===== src/rtl/bcd_defines.vh =====
// Purpose: Constants for the byte core opcode decoder
// Assumes: Included by bare name from rtl files
// Notes:   Codes are 8-bit opcodes; operation and source codes are local
//
// Operation
// - Add without carry: 28-2F,25,26-27,24, one cycle
// - Add with carry: 38-3F,35,36-37,34, one cycle
// - Subtract with borrow: 98-9F,95,96-97,94
// - AND into accumulator: 58-5F,55,56-57,54
// - AND direct: 52 two bytes; 53 three/two
// - OR into accumulator: 48-4F,45,46-47,44
// - OR direct: 42 two bytes; 43 three/two
// - XOR into accumulator: 68-6F,65,66-67,64
// - XOR direct: 62 two bytes; 63 three/two
// - Rotates 23,33,03,13: one byte, one cycle
// - Accumulator loads E8-EF,E5,E6-E7,74 one cycle
// - Register loads F8-FF, A8-AF, 78-7F
// - Direct stores F5,88-8F,85,86-87,75
// - Indirect stores F6-F7, A6-A7, 76-77
// - 90 loads data pointer: three bytes, two cycles
// - 93 code table read: one byte, two cycles
// - External moves E2-E3,E0,F2-F3,F0: one/two
// - Push C0, pop D0: two bytes, two cycles
// - Exchange C8-CF, C5, C6-C7: one cycle
`ifndef BCD_DEFINES_VH
`define BCD_DEFINES_VH

// ==========================================================
// Operation codes
`define BCD_OP_ILLEGAL   5'h00
`define BCD_OP_ADD       5'h01
`define BCD_OP_ADD_WITH_CARRY      5'h02
`define BCD_OP_SUBTRACT_WITH_BORROW      5'h03
`define BCD_OP_AND       5'h04
`define BCD_OP_OR        5'h05
`define BCD_OP_XOR       5'h06
`define BCD_OP_INC       5'h07
`define BCD_OP_DEC       5'h08
`define BCD_OP_INC_DP    5'h09
`define BCD_OP_MUL       5'h0a
`define BCD_OP_DIV       5'h0b
`define BCD_OP_DADJ      5'h0c
`define BCD_OP_CLR       5'h0d
`define BCD_OP_CPL       5'h0e
`define BCD_OP_SWAP      5'h0f
`define BCD_OP_RL        5'h10
`define BCD_OP_RLC       5'h11
`define BCD_OP_RR        5'h12
`define BCD_OP_RRC       5'h13
`define BCD_OP_MOV       5'h14
`define BCD_OP_LD_DP     5'h15
`define BCD_OP_CODE_RD   5'h16
`define BCD_OP_EXT_RD    5'h17
`define BCD_OP_EXT_WR    5'h18
`define BCD_OP_PUSH      5'h19
`define BCD_OP_POP       5'h1a
`define BCD_OP_EXCH      5'h1b

// ==========================================================
// Operand source / destination codes
`define BCD_LOC_NONE     3'h0
`define BCD_LOC_ACC      3'h1
`define BCD_LOC_REG      3'h2
`define BCD_LOC_DIR      3'h3
`define BCD_LOC_IND      3'h4
`define BCD_LOC_IMM      3'h5
`define BCD_LOC_DATA_POINTER     3'h6
`define BCD_LOC_IMM16    3'h7

// ==========================================================
// Field positions within the opcode
`define BCD_REG_MSB      2
`define BCD_IND_BIT      0

`endif


===== src/rtl/bcd_table.v =====
// Purpose: Combinational opcode table for the byte core decoder
// Assumes: Opcode is the first fetched byte of an instruction
// Notes:   Unknown or excluded opcodes report as illegal, length zero
`include "bcd_defines.vh"

module bcd_table (
	// Opcode in
	input  wire [7:0] i_opcode,   // First instruction byte
	// Decoded fields
	output reg  [4:0] o_op,       // Operation code
	output reg  [2:0] o_src,      // Operand source
	output reg  [2:0] o_dst,      // Destination
	output reg  [1:0] o_bytes,    // Instruction length
	output reg  [2:0] o_cycles,   // Machine cycles
	output reg        o_valid     // Opcode known
);

	// ==========================================================
	// Arithmetic/logic group helper: low nibble selects source
	function [2:0] alu_src;
		input [7:0] opc;
		begin
			if (opc[3]) begin
				alu_src = `BCD_LOC_REG;
			end else if (opc[3:1] == 3'h3) begin
				alu_src = `BCD_LOC_IND;
			end else if (opc[3:0] == 4'h5) begin
				alu_src = `BCD_LOC_DIR;
			end else begin
				alu_src = `BCD_LOC_IMM;
			end
		end
	endfunction

	// True when low nibble is one of the four accumulator-source forms
	function is_alu_form;
		input [7:0] opc;
		begin
			is_alu_form = opc[3] | (opc[3:2] == 2'h1);
		end
	endfunction

	// ==========================================================
	// Main decode; every path assigns all outputs
	always @* begin
		o_op     = `BCD_OP_ILLEGAL;
		o_src    = `BCD_LOC_NONE;
		o_dst    = `BCD_LOC_NONE;
		o_bytes  = 2'h0;
		o_cycles = 3'h0;
		o_valid  = 1'b0;
		// Accumulator-target ALU rows share one shape
		if (is_alu_form(i_opcode) && (i_opcode[7:4] == 4'h2 || i_opcode[7:4] == 4'h3 ||
			i_opcode[7:4] == 4'h9 || i_opcode[7:4] == 4'h5 || i_opcode[7:4] == 4'h4 ||
			i_opcode[7:4] == 4'h6 || i_opcode[7:4] == 4'he)) begin
			o_valid  = 1'b1;
			o_src    = alu_src(i_opcode);
			o_dst    = `BCD_LOC_ACC;
			o_cycles = 3'h1;
			// Immediate and direct forms carry one operand byte
			o_bytes  = (o_src == `BCD_LOC_DIR || o_src == `BCD_LOC_IMM) ? 2'h2 : 2'h1;
			case (i_opcode[7:4])
				4'h2: o_op = `BCD_OP_ADD;
				4'h3: o_op = `BCD_OP_ADD_WITH_CARRY;
				4'h9: o_op = `BCD_OP_SUBTRACT_WITH_BORROW;
				4'h5: o_op = `BCD_OP_AND;
				4'h4: o_op = `BCD_OP_OR;
				4'h6: o_op = `BCD_OP_XOR;
				default: begin
					// Row E: loads; immediate load lives at 74, E4 is clear
					o_op = `BCD_OP_MOV;
					if (i_opcode[3:0] == 4'h4) begin
						o_op    = `BCD_OP_CLR;
						o_src   = `BCD_LOC_NONE;
						o_bytes = 2'h1;
					end
				end
			endcase
		end else if (i_opcode == 8'h74) begin
			o_valid = 1'b1; o_op = `BCD_OP_MOV; o_src = `BCD_LOC_IMM;
			o_dst = `BCD_LOC_ACC; o_bytes = 2'h2; o_cycles = 3'h1;
		end else if (i_opcode[7:4] == 4'h0 || i_opcode[7:4] == 4'h1) begin
			// Increments and decrements, plus right rotates at x3
			o_valid = 1'b1; o_bytes = 2'h1; o_cycles = 3'h1;
			o_op = i_opcode[4] ? `BCD_OP_DEC : `BCD_OP_INC;
			if (i_opcode[3]) begin
				o_dst = `BCD_LOC_REG;
			end else if (i_opcode[3:1] == 3'h3) begin
				o_dst = `BCD_LOC_IND;
			end else if (i_opcode[3:0] == 4'h5) begin
				o_dst = `BCD_LOC_DIR; o_bytes = 2'h2;
			end else if (i_opcode[3:0] == 4'h4) begin
				o_dst = `BCD_LOC_ACC;
			end else if (i_opcode[3:0] == 4'h3) begin
				o_dst = `BCD_LOC_ACC;
				o_op  = i_opcode[4] ? `BCD_OP_RRC : `BCD_OP_RR;
			end else begin
				o_valid = 1'b0; o_op = `BCD_OP_ILLEGAL; o_bytes = 2'h0; o_cycles = 3'h0;
			end
		end else if (i_opcode[7:4] == 4'h7 && (i_opcode[3] || i_opcode[3:1] == 3'h3)) begin
			o_valid = 1'b1; o_op = `BCD_OP_MOV; o_src = `BCD_LOC_IMM;
			o_dst = i_opcode[3] ? `BCD_LOC_REG : `BCD_LOC_IND;
			o_bytes = 2'h2; o_cycles = 3'h1;
		end else if (i_opcode[7:4] == 4'hf && (i_opcode[3] || i_opcode[3:1] == 3'h3)) begin
			o_valid = 1'b1; o_op = `BCD_OP_MOV; o_src = `BCD_LOC_ACC;
			o_dst = i_opcode[3] ? `BCD_LOC_REG : `BCD_LOC_IND;
			o_bytes = 2'h1; o_cycles = 3'h1;
		end else if (i_opcode[7:4] == 4'ha && (i_opcode[3] || i_opcode[3:1] == 3'h3)) begin
			o_valid = 1'b1; o_op = `BCD_OP_MOV; o_src = `BCD_LOC_DIR;
			o_dst = i_opcode[3] ? `BCD_LOC_REG : `BCD_LOC_IND;
			o_bytes = 2'h2; o_cycles = 3'h2;
		end else if (i_opcode[7:4] == 4'h8 && (i_opcode[3] || i_opcode[3:0] >= 4'h5)) begin
			// Direct stores: register, direct, indirect
			o_valid = 1'b1; o_op = `BCD_OP_MOV; o_dst = `BCD_LOC_DIR;
			o_src = alu_src(i_opcode); o_cycles = 3'h2;
			o_bytes = (o_src == `BCD_LOC_DIR) ? 2'h3 : 2'h2;
		end else if (i_opcode[7:4] == 4'hc && (i_opcode[3] || i_opcode[3:1] == 3'h3 ||
			i_opcode[3:0] == 4'h5)) begin
			o_valid = 1'b1; o_op = `BCD_OP_EXCH; o_dst = `BCD_LOC_ACC;
			o_src = alu_src(i_opcode); o_cycles = 3'h1;
			o_bytes = (o_src == `BCD_LOC_DIR) ? 2'h2 : 2'h1;
		end else begin
			o_valid = 1'b1; o_bytes = 2'h1; o_cycles = 3'h1;
			case (i_opcode)
				8'h52, 8'h42, 8'h62: begin
					o_op = (i_opcode[6:4] == 3'h5) ? `BCD_OP_AND :
						(i_opcode[6:4] == 3'h4) ? `BCD_OP_OR : `BCD_OP_XOR;
					o_src = `BCD_LOC_ACC; o_dst = `BCD_LOC_DIR; o_bytes = 2'h2;
				end
				8'h53, 8'h43, 8'h63: begin
					o_op = (i_opcode[6:4] == 3'h5) ? `BCD_OP_AND :
						(i_opcode[6:4] == 3'h4) ? `BCD_OP_OR : `BCD_OP_XOR;
					o_src = `BCD_LOC_IMM; o_dst = `BCD_LOC_DIR;
					o_bytes = 2'h3; o_cycles = 3'h2;
				end
				8'h23: begin o_op = `BCD_OP_RL;  o_dst = `BCD_LOC_ACC; end
				8'h33: begin o_op = `BCD_OP_RLC; o_dst = `BCD_LOC_ACC; end
				8'hf5: begin
					o_op = `BCD_OP_MOV; o_src = `BCD_LOC_ACC; o_dst = `BCD_LOC_DIR;
					o_bytes = 2'h2;
				end
				8'h75: begin
					o_op = `BCD_OP_MOV; o_src = `BCD_LOC_IMM; o_dst = `BCD_LOC_DIR;
					o_bytes = 2'h3; o_cycles = 3'h2;
				end
				8'h90: begin
					o_op = `BCD_OP_LD_DP; o_src = `BCD_LOC_IMM16; o_dst = `BCD_LOC_DATA_POINTER;
					o_bytes = 2'h3; o_cycles = 3'h2;
				end
				// Only the data-pointer form of the code read is decoded here
				8'h93: begin
					o_op = `BCD_OP_CODE_RD; o_src = `BCD_LOC_DATA_POINTER; o_dst = `BCD_LOC_ACC;
					o_cycles = 3'h2;
				end
				8'he0, 8'he2, 8'he3: begin
					o_op = `BCD_OP_EXT_RD; o_dst = `BCD_LOC_ACC; o_cycles = 3'h2;
					o_src = i_opcode[1] ? `BCD_LOC_IND : `BCD_LOC_DATA_POINTER;
				end
				8'hf0, 8'hf2, 8'hf3: begin
					o_op = `BCD_OP_EXT_WR; o_src = `BCD_LOC_ACC; o_cycles = 3'h2;
					o_dst = i_opcode[1] ? `BCD_LOC_IND : `BCD_LOC_DATA_POINTER;
				end
				8'hc0: begin
					o_op = `BCD_OP_PUSH; o_src = `BCD_LOC_DIR; o_bytes = 2'h2; o_cycles = 3'h2;
				end
				8'hd0: begin
					o_op = `BCD_OP_POP; o_dst = `BCD_LOC_DIR; o_bytes = 2'h2; o_cycles = 3'h2;
				end
				8'ha3: begin
					o_op = `BCD_OP_INC_DP; o_dst = `BCD_LOC_DATA_POINTER; o_cycles = 3'h2;
				end
				8'ha4: begin o_op = `BCD_OP_MUL; o_dst = `BCD_LOC_ACC; o_cycles = 3'h4; end
				8'h84: begin o_op = `BCD_OP_DIV; o_dst = `BCD_LOC_ACC; o_cycles = 3'h4; end
				8'hd4: begin o_op = `BCD_OP_DADJ; o_dst = `BCD_LOC_ACC; end
				8'hf4: begin o_op = `BCD_OP_CPL;  o_dst = `BCD_LOC_ACC; end
				8'hc4: begin o_op = `BCD_OP_SWAP; o_dst = `BCD_LOC_ACC; end
				default: begin
					// Excluded groups report illegal
					o_valid = 1'b0; o_bytes = 2'h0; o_cycles = 3'h0;
				end
			endcase
		end
	end

endmodule // bcd_table


===== src/rtl/bcd_decode.v =====
// Purpose: Registered opcode decoder for an 8-bit accumulator core
// Assumes: Opcode strobe is synchronous to I_SYS_CLK
// Notes:   Result appears one clock after the strobe and holds
`include "bcd_defines.vh"

module bcd_decode (
	// Clock and reset
	input  wire       I_SYS_CLK,      // Core clock
	input  wire       I_RESET,        // Synchronous, active high
	// Opcode from program memory
	input  wire [7:0] I_OPCODE,       // First instruction byte
	input  wire       I_OPCODE_VALID, // Strobe: decode this byte
	// Decoded controls
	output reg  [4:0] O_OP,           // Operation code
	output reg  [2:0] O_SRC,          // Operand source
	output reg  [2:0] O_DST,          // Destination
	output reg  [1:0] O_BYTES,        // Length in bytes
	output reg  [2:0] O_CYCLES,       // Machine cycles
	output reg  [2:0] O_REG_SEL,      // Working register index
	output reg        O_IND_SEL,      // Indirect pointer register
	output reg        O_ILLEGAL,      // Opcode not decoded here
	output reg        O_DONE          // One-cycle result pulse
);

	// ==========================================================
	// Table outputs
	wire [4:0] t_op;     // Operation
	wire [2:0] t_src;    // Source
	wire [2:0] t_dst;    // Destination
	wire [1:0] t_bytes;  // Length
	wire [2:0] t_cycles; // Cycles
	wire       t_valid;  // Known opcode

	bcd_table u_table (
		.i_opcode (I_OPCODE),
		.o_op     (t_op),
		.o_src    (t_src),
		.o_dst    (t_dst),
		.o_bytes  (t_bytes),
		.o_cycles (t_cycles),
		.o_valid  (t_valid)
	);

	// ==========================================================
	// Output registers; held between strobes so the datapath can sample late
	always @(posedge I_SYS_CLK) begin
		if (I_RESET) begin
			O_OP      <= `BCD_OP_ILLEGAL;
			O_SRC     <= `BCD_LOC_NONE;
			O_DST     <= `BCD_LOC_NONE;
			O_BYTES   <= 2'h0;
			O_CYCLES  <= 3'h0;
			O_REG_SEL <= 3'h0;
			O_IND_SEL <= 1'b0;
			O_ILLEGAL <= 1'b0;
			O_DONE    <= 1'b0;
		end else begin
			O_DONE <= I_OPCODE_VALID;
			if (I_OPCODE_VALID) begin
				O_OP      <= t_op;
				O_SRC     <= t_src;
				O_DST     <= t_dst;
				O_BYTES   <= t_bytes;
				O_CYCLES  <= t_cycles;
				// Low opcode bits pick the register or pointer
				O_REG_SEL <= I_OPCODE[`BCD_REG_MSB:0];
				O_IND_SEL <= I_OPCODE[`BCD_IND_BIT];
				O_ILLEGAL <= ~t_valid;
			end
		end
	end

endmodule // bcd_decode


===== config.mk =====
export PLATFORM = sky130hd
export DESIGN_NAME = bcd_decode
export DESIGN_NICKNAME = d
export VERILOG_FILES = /design/src/rtl/bcd_table.v /design/src/rtl/bcd_decode.v
export VERILOG_INCLUDE_DIRS = /design/src /design/src/rtl
export SDC_FILE = /design/constraint.sdc
export NUM_CORES = 1
export LEC_CHECK = 0
export BUFFER_PORTS_ARGS = -buffer_cell sky130_fd_sc_hd__buf_2
export CAP_MARGIN = 20
export CORE_UTILIZATION = 30
export DETAILED_ROUTE_END_ITERATION = 16
export SYNTH_ARGS = -nofsm -noshare
export SYNTH_HDL_FRONTEND = slang
export SYNTH_SLANG_ARGS = --single-unit

===== constraint.sdc =====
create_clock -name I_SYS_CLK -period 2 [get_ports I_SYS_CLK]
set_clock_uncertainty 0.1 [all_clocks]
set_input_delay 0.1 -clock I_SYS_CLK [delete_from_list [all_inputs] [get_ports I_SYS_CLK]]
set_output_delay 0.1 -clock I_SYS_CLK [all_outputs]
set_load 0.03 [all_outputs]

==> impl_metrics.ini, run 1 <==
[status]
status = completed

[setup_path]
path_max_fanout = 9
cp.required_ps = 2030
cpMaxStageDelayCell = a221oi_2
path_cells = buf_2 -> buf_4 -> and3b_1 -> and4b_1 -> a221oi_2 -> nor4b_1 -> a211oi_1
cp-start-kind = input pin
cp.arrival_ps = 1880
critical_path_class = input pin to flip-flop
cp-end-kind = flip-flop
max_stage_delay_ps = 410

[timing]
setup-violations-final = 0
finalCritPeriodShare_pct = 92.2
fin_crit_ps = 1840
slew_viol_final = 0
setup-tns-final_ps = 0
fmax_mhz = 543
slew_headroom_pct = 66.0
tightest_slew_ps = 505
rsz0062_at_grt = no
hold_viol_final = 0
holdWs_ps = 104

[clock_tree]
clockBufferDepth = 2
post_cts_resized = 0
holdBufCountCts = 0
htree_levels = 1
post-cts-setup-buffers = 0
cts_root_buf = clkbuf_8
cts_tree = done
numCtsBuffers = 3
clk-insertion-delay-late_ps = 260
cts_num_sinks = 21
clk_pin_slew_ps = 70

[detailed_routing]
final_antenna_net_count = 0
met1_length_um = 3650
first_pass_iters = 5
routed_wl_um = 8370
vias_per_cell = 5.85
drcViolationCount = 0
top_layer = met4
wl_per_cell_um = 18.3
wl_met2_um = 3770
wl_met3_um = 649
drt_iter0_drc = 327
vias = 2675

[finish]
syn_to_final_growth_pct = 29.7
antenna_cells = 0
layout-drive-gt1-share_pct = 29.4
finish.utilization_pct = 40.3
nets = 373

[placed_design]
portBuffers = 32
dpl.hpwl_um = 6520
gp_congestion = 0.978

[yosys]
yosys-top-cells-area = dfxtp_1 20%, nor2_1 7.1%, a21oi_1 4.5%, nand2_1 4.1%, buf_2 4.0%
yosys.area.top_type_share_pct = 19.8
synth_xor_area_share_pct = 0.825
synth_ff_type = dfxtp_1
synth_top_family_by_area = simple AND/OR/NAND/NOR gates
yosysWarnings = 0
synth_mux_area_share_pct = 1.41
synth_area_mm2 = 0.00212
post-synth-top-area-cell = dfxtp_1
seq_area_frac_synth_pct = 19.8
synth_compound_area_share_pct = 32.1
synth_nets = 311
synth_simple_gate_area_share_pct = 37.8
postSynthCellCount = 300
ys_types = 69
synth.avg_cell_area_um2 = 7.08
ys_ff_latch = 21
synth_fa_ha_area_share_pct = 0
synth_edf_count = 0
async_reset_ff_share_pct = 0

[floorplan]
die_area_mm2 = 0.00742
fp.dieH_um = 86.1
core-area_mm2 = 0.00683
rows = 30
initial_core_util_pct = 31.1
pin_count = 33
die_width_um = 86.1

[power]
finalPower_w = 0.00127
ir_worst_vdd_v = 0.000266
p_leak_nw = 1.14
powerDensity_mw_per_mm2 = 462

[global_route]
grt_max_degree = 29
grt_use_total_pct = 23.4
grt_pass1_vias = 2555
grt-ovfl-total = 0
grt_pass1_wl_um = 13500
antenna_found_initial = 0

[run]
drv_cap = 0

[min_path]
worst_hold_path_type = input pin to flip-flop
power breakdown:
part | switching, W | leakage [nW] | internal [W] | total [W]
clock network | 0.000144 | 0.0255 | 0.000139 | 0.000283
logic | 0.000328 | 0.941 | 0.000202 | 0.000530
registers | 0.0000147 | 0.173 | 0.000446 | 0.000461
total | 0.000486 | 1.14 | 0.000787 | 0.00127
cells in the final DEF (no fill, tap or decap), drive strengths merged, types with 5 or more instances in the layout:
cell,Yosys,layout
buf,24,87
nor2,40,40
nand2,23,23
dfxtp,21,21
a21oi,19,19
nor3,18,18
o21ai,16,16
nand2b,11,11
a211oi,9,9
nand3,7,7
a31oi,7,7
inv,5,5
nor3b,5,5
nand4,5,5
cell usage after synthesis (3+ instances only):
cell type   n
clkbuf_1    6
nand2b_1   11
a311oi_1    3
nand3_1     7
a31oi_1     7
inv_1       5
buf_4       3
buf_1       3
a211oi_1    9
mux2i_1     3
dfxtp_1    21
o21ai_0    16
or3_1       4
o31ai_1     3
nor2_1     40
nor3_1     16
a21oi_1    19
nand2_1    23
o22ai_1     4
nand4_1     5
buf_2      17
nor3b_1     5
and3_1      3
a22o_1      3
nor4_1      3
flip-flops by register name, indices dropped and copies added, names as in the netlist:
register and count:
O_BYTES 2, O_CYCLES 3, O_DONE 1, O_DST 3, O_ILLEGAL 1, O_OP 5, O_REG_SEL 3, O_SRC 3
worst max-delay path: cells and delay by family:
| family | cells | cell delay, ps |
|---|---|---|
| AO/OA/AOI/OAI | 2 | 540 |
| AND/OR/NAND/NOR | 3 | 850 |
| buffers and inverters | 2 | 380 |
final cells by class:
cell class                 count  area [um^2]
timing repair buffer          87          611
fill                         733         4080
clock buffer                   3         41.3
clock inverter                 1         5.00
sequential                    21          420
multi-input combinational    244         1540
inverter                       5         18.8
tap                           96          120
final timing paths:
kind	startpoint	to	slack, ps	cells after the start
worst min register to register	O_CYCLES[1]$_SDFFE_PP0P_	O_CYCLES[1]$_SDFFE_PP0P_	360	2
worst max register to register	O_BYTES[0]$_SDFFE_PP0P_	O_BYTES[0]$_SDFFE_PP0P_	990	3
worst min-delay path	I_RESET	O_REG_SEL[0]$_SDFFE_PP0P_	100	2
worst max-delay path	I_OPCODE[1]	O_SRC[0]$_SDFFE_PP0P_	160	7
kinds of logic (layout without fill, tap and decap cells):
| logic type | Yosys count | count (layout) |
|---|---|---|
| simple gates | 142 | 142 |
| xor+xnor | 2 | 2 |
| compound gates | 97 | 97 |
| flops | 21 | 21 |
| buf+inv | 35 | 96 |
| mux | 3 | 3 |
metrics by stage:
step	instance area, um^2	worst slack, ps	instances
6_report	2750	157	457
5_1_grt	2750	28.4	457
4_1_cts	2750	109	457
3_5_place_dp	2700	-151	453
3_3_place_gp	2700	-184	453
2_1_floorplan	2120	335	300
layer usage:
layer  vias up  track usage, %
li1       1253               -
met1      1229            31.4
met2       166            36.7
met3        27            3.85
met4         0            10.5
met5         -               0
Power figures use the tool's default switching activity.
==> run 2, diff against run 1 <==
- PLACE_DENSITY: unset -> 0.52
==> run 2 against run 1 <==
Critical path depth is the same. Utilization grew 0.092 points. Count of clock-buffer cells in the layout is the same. Cell count grew 1.1%. Wire length grew 1.3%. Power shrank 0.78%. Global-route usage is essentially flat. Hold slack lost 19 ps. Largest power group unchanged.
==> impl_metrics.ini, run 2 (synthesis gave the netlist of run 1 again) <==
[timing]
fin_crit_ps = 1780
tightest_slew_ps = 524
setup-violations-final = 0
fmax_mhz = 562
slew_viol_final = 0
finalCritPeriodShare_pct = 89.0
holdWs_ps = 85.0
hold_viol_final = 0
slew_headroom_pct = 65.1
rsz0062_at_grt = no

[clock_tree]
htree_levels = 1
clk-insertion-delay-late_ps = 260
holdBufCountCts = 0
cts_root_buf = clkbuf_8
cts_num_sinks = 21
post_cts_resized = 0
post-cts-setup-buffers = 0
clockBufferDepth = 2
clk_pin_slew_ps = 80
numCtsBuffers = 3
cts_tree = done

[power]
ir_worst_vdd_v = 0.000238
p_comb_share_pct = 41.8
p_leak_nw = 1.15
clkPwrFrac_pct = 21.8
swShare_pct = 37.7
powerDensity_mw_per_mm2 = 458
power.switching_w = 0.000477
finalPower_w = 0.00126
internal_power_w = 0.000786
pwr-share-seq_pct = 36.3

[detailed_routing]
final_antenna_net_count = 0
vias = 2652
routed_wl_um = 8480
wl_per_cell_um = 18.3
vias_per_cell = 5.74
drt_iter0_drc = 222
drcViolationCount = 0
first_pass_iters = 6

[min_path]
worst_hold_path_type = input pin to flip-flop

[floorplan]
rows = 30
initial_core_util_pct = 31.1
core-area_mm2 = 0.00683
die_area_mm2 = 0.00742
die_width_um = 86.1
pin_count = 33
fp.dieH_um = 86.1

[finish]
antenna_cells = 0
num-fill-cells = 764
syn_to_final_growth_pct = 30.0
largest_reg_flops = 5
final_common_cell = buf_4
layout-drive-gt1-share_pct = 30.1
final_cell_mix = 59 x buf_4, 40 x nor2_1, 32 x buf_2, 23 x nand2_1, 21 x dfxtp_1
nets = 378
top_register = O_OP

[placed_design]
dpl.hpwl_um = 6790
portBuffers = 32
gp_congestion = 0.959

[global_route]
grt-ovfl-total = 0
grt_use_total_pct = 23.5
grt_pass1_wl_um = 13300
antenna_found_initial = 0
grt_pass1_vias = 2447
grt_max_degree = 23

[run]
drv_cap = 0

[setup_path]
cp-end-kind = flip-flop
cp.arrival_ps = 1840
critical_path_class = input pin to flip-flop
cp.required_ps = 2060
path_max_fanout = 12
cp-start-kind = input pin

[status]
status = completed
==> run 2: cell types whose count changed in the layout (fill, tap and decap cells not counted) <==
| cell | previous run | this run |
|---|---|---|
| buf_4 | 52 | 59 |
| buf_12 | 3 | 1 |
| a221oi_1 | 1 | 2 |
| a221oi_2 | 3 | 2 |
==> run 2: path summary, 6_finish.rpt <==
kind | slack [ps] | startpoint | endpoint | depth (start not counted)
worst max-delay path | 220 | I_OPCODE[0] | O_OP[4]$_SDFFE_PP0P_ | 7
worst min-delay path | 90 | I_OPCODE_VALID | O_CYCLES[2]$_SDFFE_PP0P_ | 4
worst max register to register | 980 | O_BYTES[0]$_SDFFE_PP0P_ | O_BYTES[0]$_SDFFE_PP0P_ | 3
worst min register to register | 370 | O_CYCLES[1]$_SDFFE_PP0P_ | O_CYCLES[1]$_SDFFE_PP0P_ | 2
==> run 2: worst max-delay path, cell delays in order <==
cell and delay (ps):
buf_2 190, or2_1 290, a211oi_1 330, o22ai_1 250, a21oi_1 200, o2111ai_1 170, a32o_1 310
==> run 2: final cells by class <==
| type | instances | area [um^2] | area share, % |
|---|---|---|---|
| multi-input cells | 244 | 1530 | 55.5 |
| clock buffers | 3 | 41.3 | 1.50 |
| clock inverters | 1 | 5.00 | 0.181 |
| well taps | 96 | 120 | 4.35 |
| inverters | 5 | 18.8 | 0.680 |
| flip-flops and latches | 21 | 420 | 15.2 |
| repair buffers | 92 | 623 | 22.6 |
==> run 2: through the flow <==
step	TNS (ps)	worst slack, ps	cell area (um^2)	utilization (%)	instances
after global routing	0	122	2760	40.4	462
after CTS	0	261	2760	40.4	462
after floorplan	0	335	2120	-	300
after detailed placement	-10.6	-7.27	2710	39.7	458
final	0	221	2760	40.4	462
after global placement	-254	-68.9	2710	39.7	458
==> run 2: power groups by stage <==
stage | clock [W] | combinational, W | sequential (W)
finish | 0.000276 | 0.000528 | 0.000459
global route | 0.000302 | 0.000570 | 0.000463
CTS | 0.000286 | 0.000521 | 0.000460
detailed placement | 0 | 0.000520 | 0.000469
global placement | 0 | 0.000524 | 0.000469
floorplan | 0 | 0.000269 | 0.000525
==> run 2: per-layer routing <==
layer / track usage, % / vias up / part of all wire [%]
met1: 33.9 / 1277 / 47
met4: 6.36 / 0 / 2.2
li1: - / 1260 / -
met5: 0 / - / 0
met3: 3.08 / 14 / 6.3
met2: 36.4 / 101 / 45
==> run 3, diff against run 2 <==
- ABC_AREA: unset -> 1
==> run 3 against run 2 <==
Utilization shrank 2.3 points. Cell count fell by 11%. Cell area down 24%. Maximum frequency is essentially flat. Sequential share of layout area up 4.7 points. Wire length fell by 28%. Critical path depth increased by 5. Critical path type unchanged. Critical endpoint is now O_DST[0]$_SDFFE_PP0P_.
==> impl_metrics.ini, run 3 <==
[placed_design]
gp_congestion = 0.952
portBuffers = 32
dpl.hpwl_um = 5060

[floorplan]
rows = 27
die_area_mm2 = 0.00609
initial_core_util_pct = 31.3
die_width_um = 78.1
pin_count = 33
fp.dieH_um = 78.1
core-area_mm2 = 0.00554

[timing]
tightest_slew_ps = 482
slew_viol_final = 0
finalCritPeriodShare_pct = 89.0
fin_crit_ps = 1780
rsz0062_at_grt = no
setup-tns-final_ps = 0
hold_viol_final = 0
slew_headroom_pct = 67.6
fmax_mhz = 562
setup-violations-final = 0

[yosys]
yosys-top-cells-area = dfxtp_1 24%, nand2_1 14%, nor2_1 8.9%, inv_1 7.8%, nand3_1 6.1%
synth_nets = 304
synth_area_mm2 = 0.00174
synth.avg_cell_area_um2 = 5.92
post-synth-top-area-cell = dfxtp_1
ys_ff_latch = 21
postSynthCellCount = 293
synth_ff_type = dfxtp_1
synth.most_common_cell = nand2_1
ys_types = 35
async_reset_ff_share_pct = 0
netlist_top_cells_count = 67 x nand2_1, 41 x nor2_1, 36 x inv_1, 21 x dfxtp_1, 21 x nand3_1
synth_edf_count = 0
seq_area_frac_synth_pct = 24.2
yosys.area.top_type_share_pct = 24.2
yosysWarnings = 0

[min_path]
min-delay-start = I_RESET
hold-path-endpoint = O_BYTES[0]$_SDFFE_PP0P_
worst_hold_path_type = input pin to flip-flop
holdPathStages = 2

[detailed_routing]
vias_per_cell = 5.26
drcViolationCount = 0
drt_iter0_drc = 207
first_pass_iters = 5
routed_wl_um = 6130
vias = 2150
final_antenna_net_count = 0
wl_per_cell_um = 15.0

[clock_tree]
numCtsBuffers = 3
cts_num_sinks = 21
post_cts_resized = 0
clockBufferDepth = 2
clk_pin_slew_ps = 80
cts_root_buf = clkbuf_8
htree_levels = 1
clk-insertion-delay-late_ps = 260
cts_tree = done
post-cts-setup-buffers = 0
holdBufCountCts = 0

[setup_path]
rr_endpoint = O_DST[0]$_SDFFE_PP0P_
cpMaxStageDelayCell = nor4_1
timing.rr.start = O_DST[0]$_SDFFE_PP0P_
cp.required_ps = 2010
path_max_fanout = 8
critical_path_class = input pin to flip-flop
path_cells = buf_2 -> nand2_1 -> nand3_1 -> inv_1 -> nand2_1 -> nand2_1 -> nor2_1 -> inv_1 -> nor2_1 -> inv_1 -> nor4_1 -> a41oi_1
cp-start-kind = input pin
reg2reg_depth = 2
max_stage_delay_ps = 370
cp-end-kind = flip-flop
r2r_slack_ps = 1190
cp.arrival_ps = 1790

[global_route]
grt_use_total_pct = 21.3
grt-ovfl-total = 0
grt_pass1_wl_um = 10300
antenna_found_initial = 0
grt_max_degree = 28
grt_pass1_vias = 2075

[finish]
num-fill-cells = 645
top_register = O_OP
largest_reg_flops = 5
antenna_cells = 0
final_common_cell = nand2_1
nets = 349
final_cell_mix = 67 x nand2_1, 41 x nor2_1, 36 x inv_1, 32 x buf_2
layout-drive-gt1-share_pct = 21.7
syn_to_final_growth_pct = 21.6
multi_input_area_mm2 = 0.00112
regArea_um2 = 420

[power]
finalPower_w = 0.00108
powerDensity_mw_per_mm2 = 512
ir_worst_vdd_v = 0.000324
p_leak_nw = 1.13

[run]
drv_cap = 0

[status]
status = completed
[run 3: cell types whose count changed in the layout (fill, tap and decap cells not counted), moves of 5 or more]
cell	before	now
nor3_1	16	6
nor3b_1	5	0
buf_4	59	18
inv_1	5	36
nand2_1	23	67
nor2_2	0	5
nand2b_1	11	0
a211oi_1	9	0
nand3_1	7	21
[run 3: metrics by stage]
stage | setup slack [ps] | cell area [um^2] | hold slack [ps] | utilization (%) | cells
2_1_floorplan | 444 | 1740 | 171 | - | 293
3_3_place_gp | 8.79 | 2060 | 303 | 37.3 | 405
3_5_place_dp | 57.5 | 2060 | 302 | 37.3 | 405
4_1_cts | 328 | 2110 | 19.9 | 38.1 | 409
5_1_grt | 77.5 | 2110 | 38.8 | 38.1 | 409
6_report | 220 | 2110 | 23.7 | 38.1 | 409
[run 3: final cells by class]
type / instances / share of cell area (%)
flip-flops and latches: 21 / 19.9
clock buffers: 4 / 2.14
repair buffers: 50 / 14.0
well taps: 72 / 4.27
multi-input cells: 224 / 52.9
inverters: 38 / 6.76
[run 3: kinds of logic (layout without fill, tap and decap cells)]
group	Yosys count	after routing	share of synthesized area, %
buf+inv	48	92	11.5
simple gates	168	168	44.3
compound gates	56	56	20.0
flops	21	21	24.2
[run 3: critical path: cells and delay by family]
| kind | cells | cell delay [ps] |
|---|---|---|
| AND/OR/NAND/NOR | 7 | 1080 |
| AO/OA/AOI/OAI | 1 | 200 |
| buffers and inverters | 4 | 410 |
[run 3: power by group]
group	internal, W	switching, W	total, W
clock network	0.000142	0.000139	0.000281
registers	0.000447	0.0000121	0.000459
logic	0.000106	0.000235	0.000341
total	0.000695	0.000386	0.00108
[run 3: metal layers]
metal  routed length (um)  vias to the layer above  part of all wire [%]  track usage, %
li1                     -                     1077                     -               -
met3                  328                       17                   5.3            2.67
met1                 2810                      976                    46            28.3
met5                    0                        -                     0               0
met2                 2850                       80                    46            36.2
met4                  146                        0                   2.4            5.93
[run 3: worst max-delay path by stage]
stage	from	endpoint	slack [ps]	depth (start not counted)
after floorplan	I_OPCODE[6]	O_OP[4]$_SDFFE_PP0P_	440	13
after global placement	I_OPCODE[4]	O_BYTES[0]$_SDFFE_PP0P_	9	15
after detailed placement	I_OPCODE[4]	O_DST[0]$_SDFFE_PP0P_	60	12
after CTS	I_OPCODE[4]	O_DST[0]$_SDFFE_PP0P_	330	12
after global routing	I_OPCODE[4]	O_OP[4]$_SDFFE_PP0P_	80	13
final	I_OPCODE[5]	O_DST[0]$_SDFFE_PP0P_	220	12
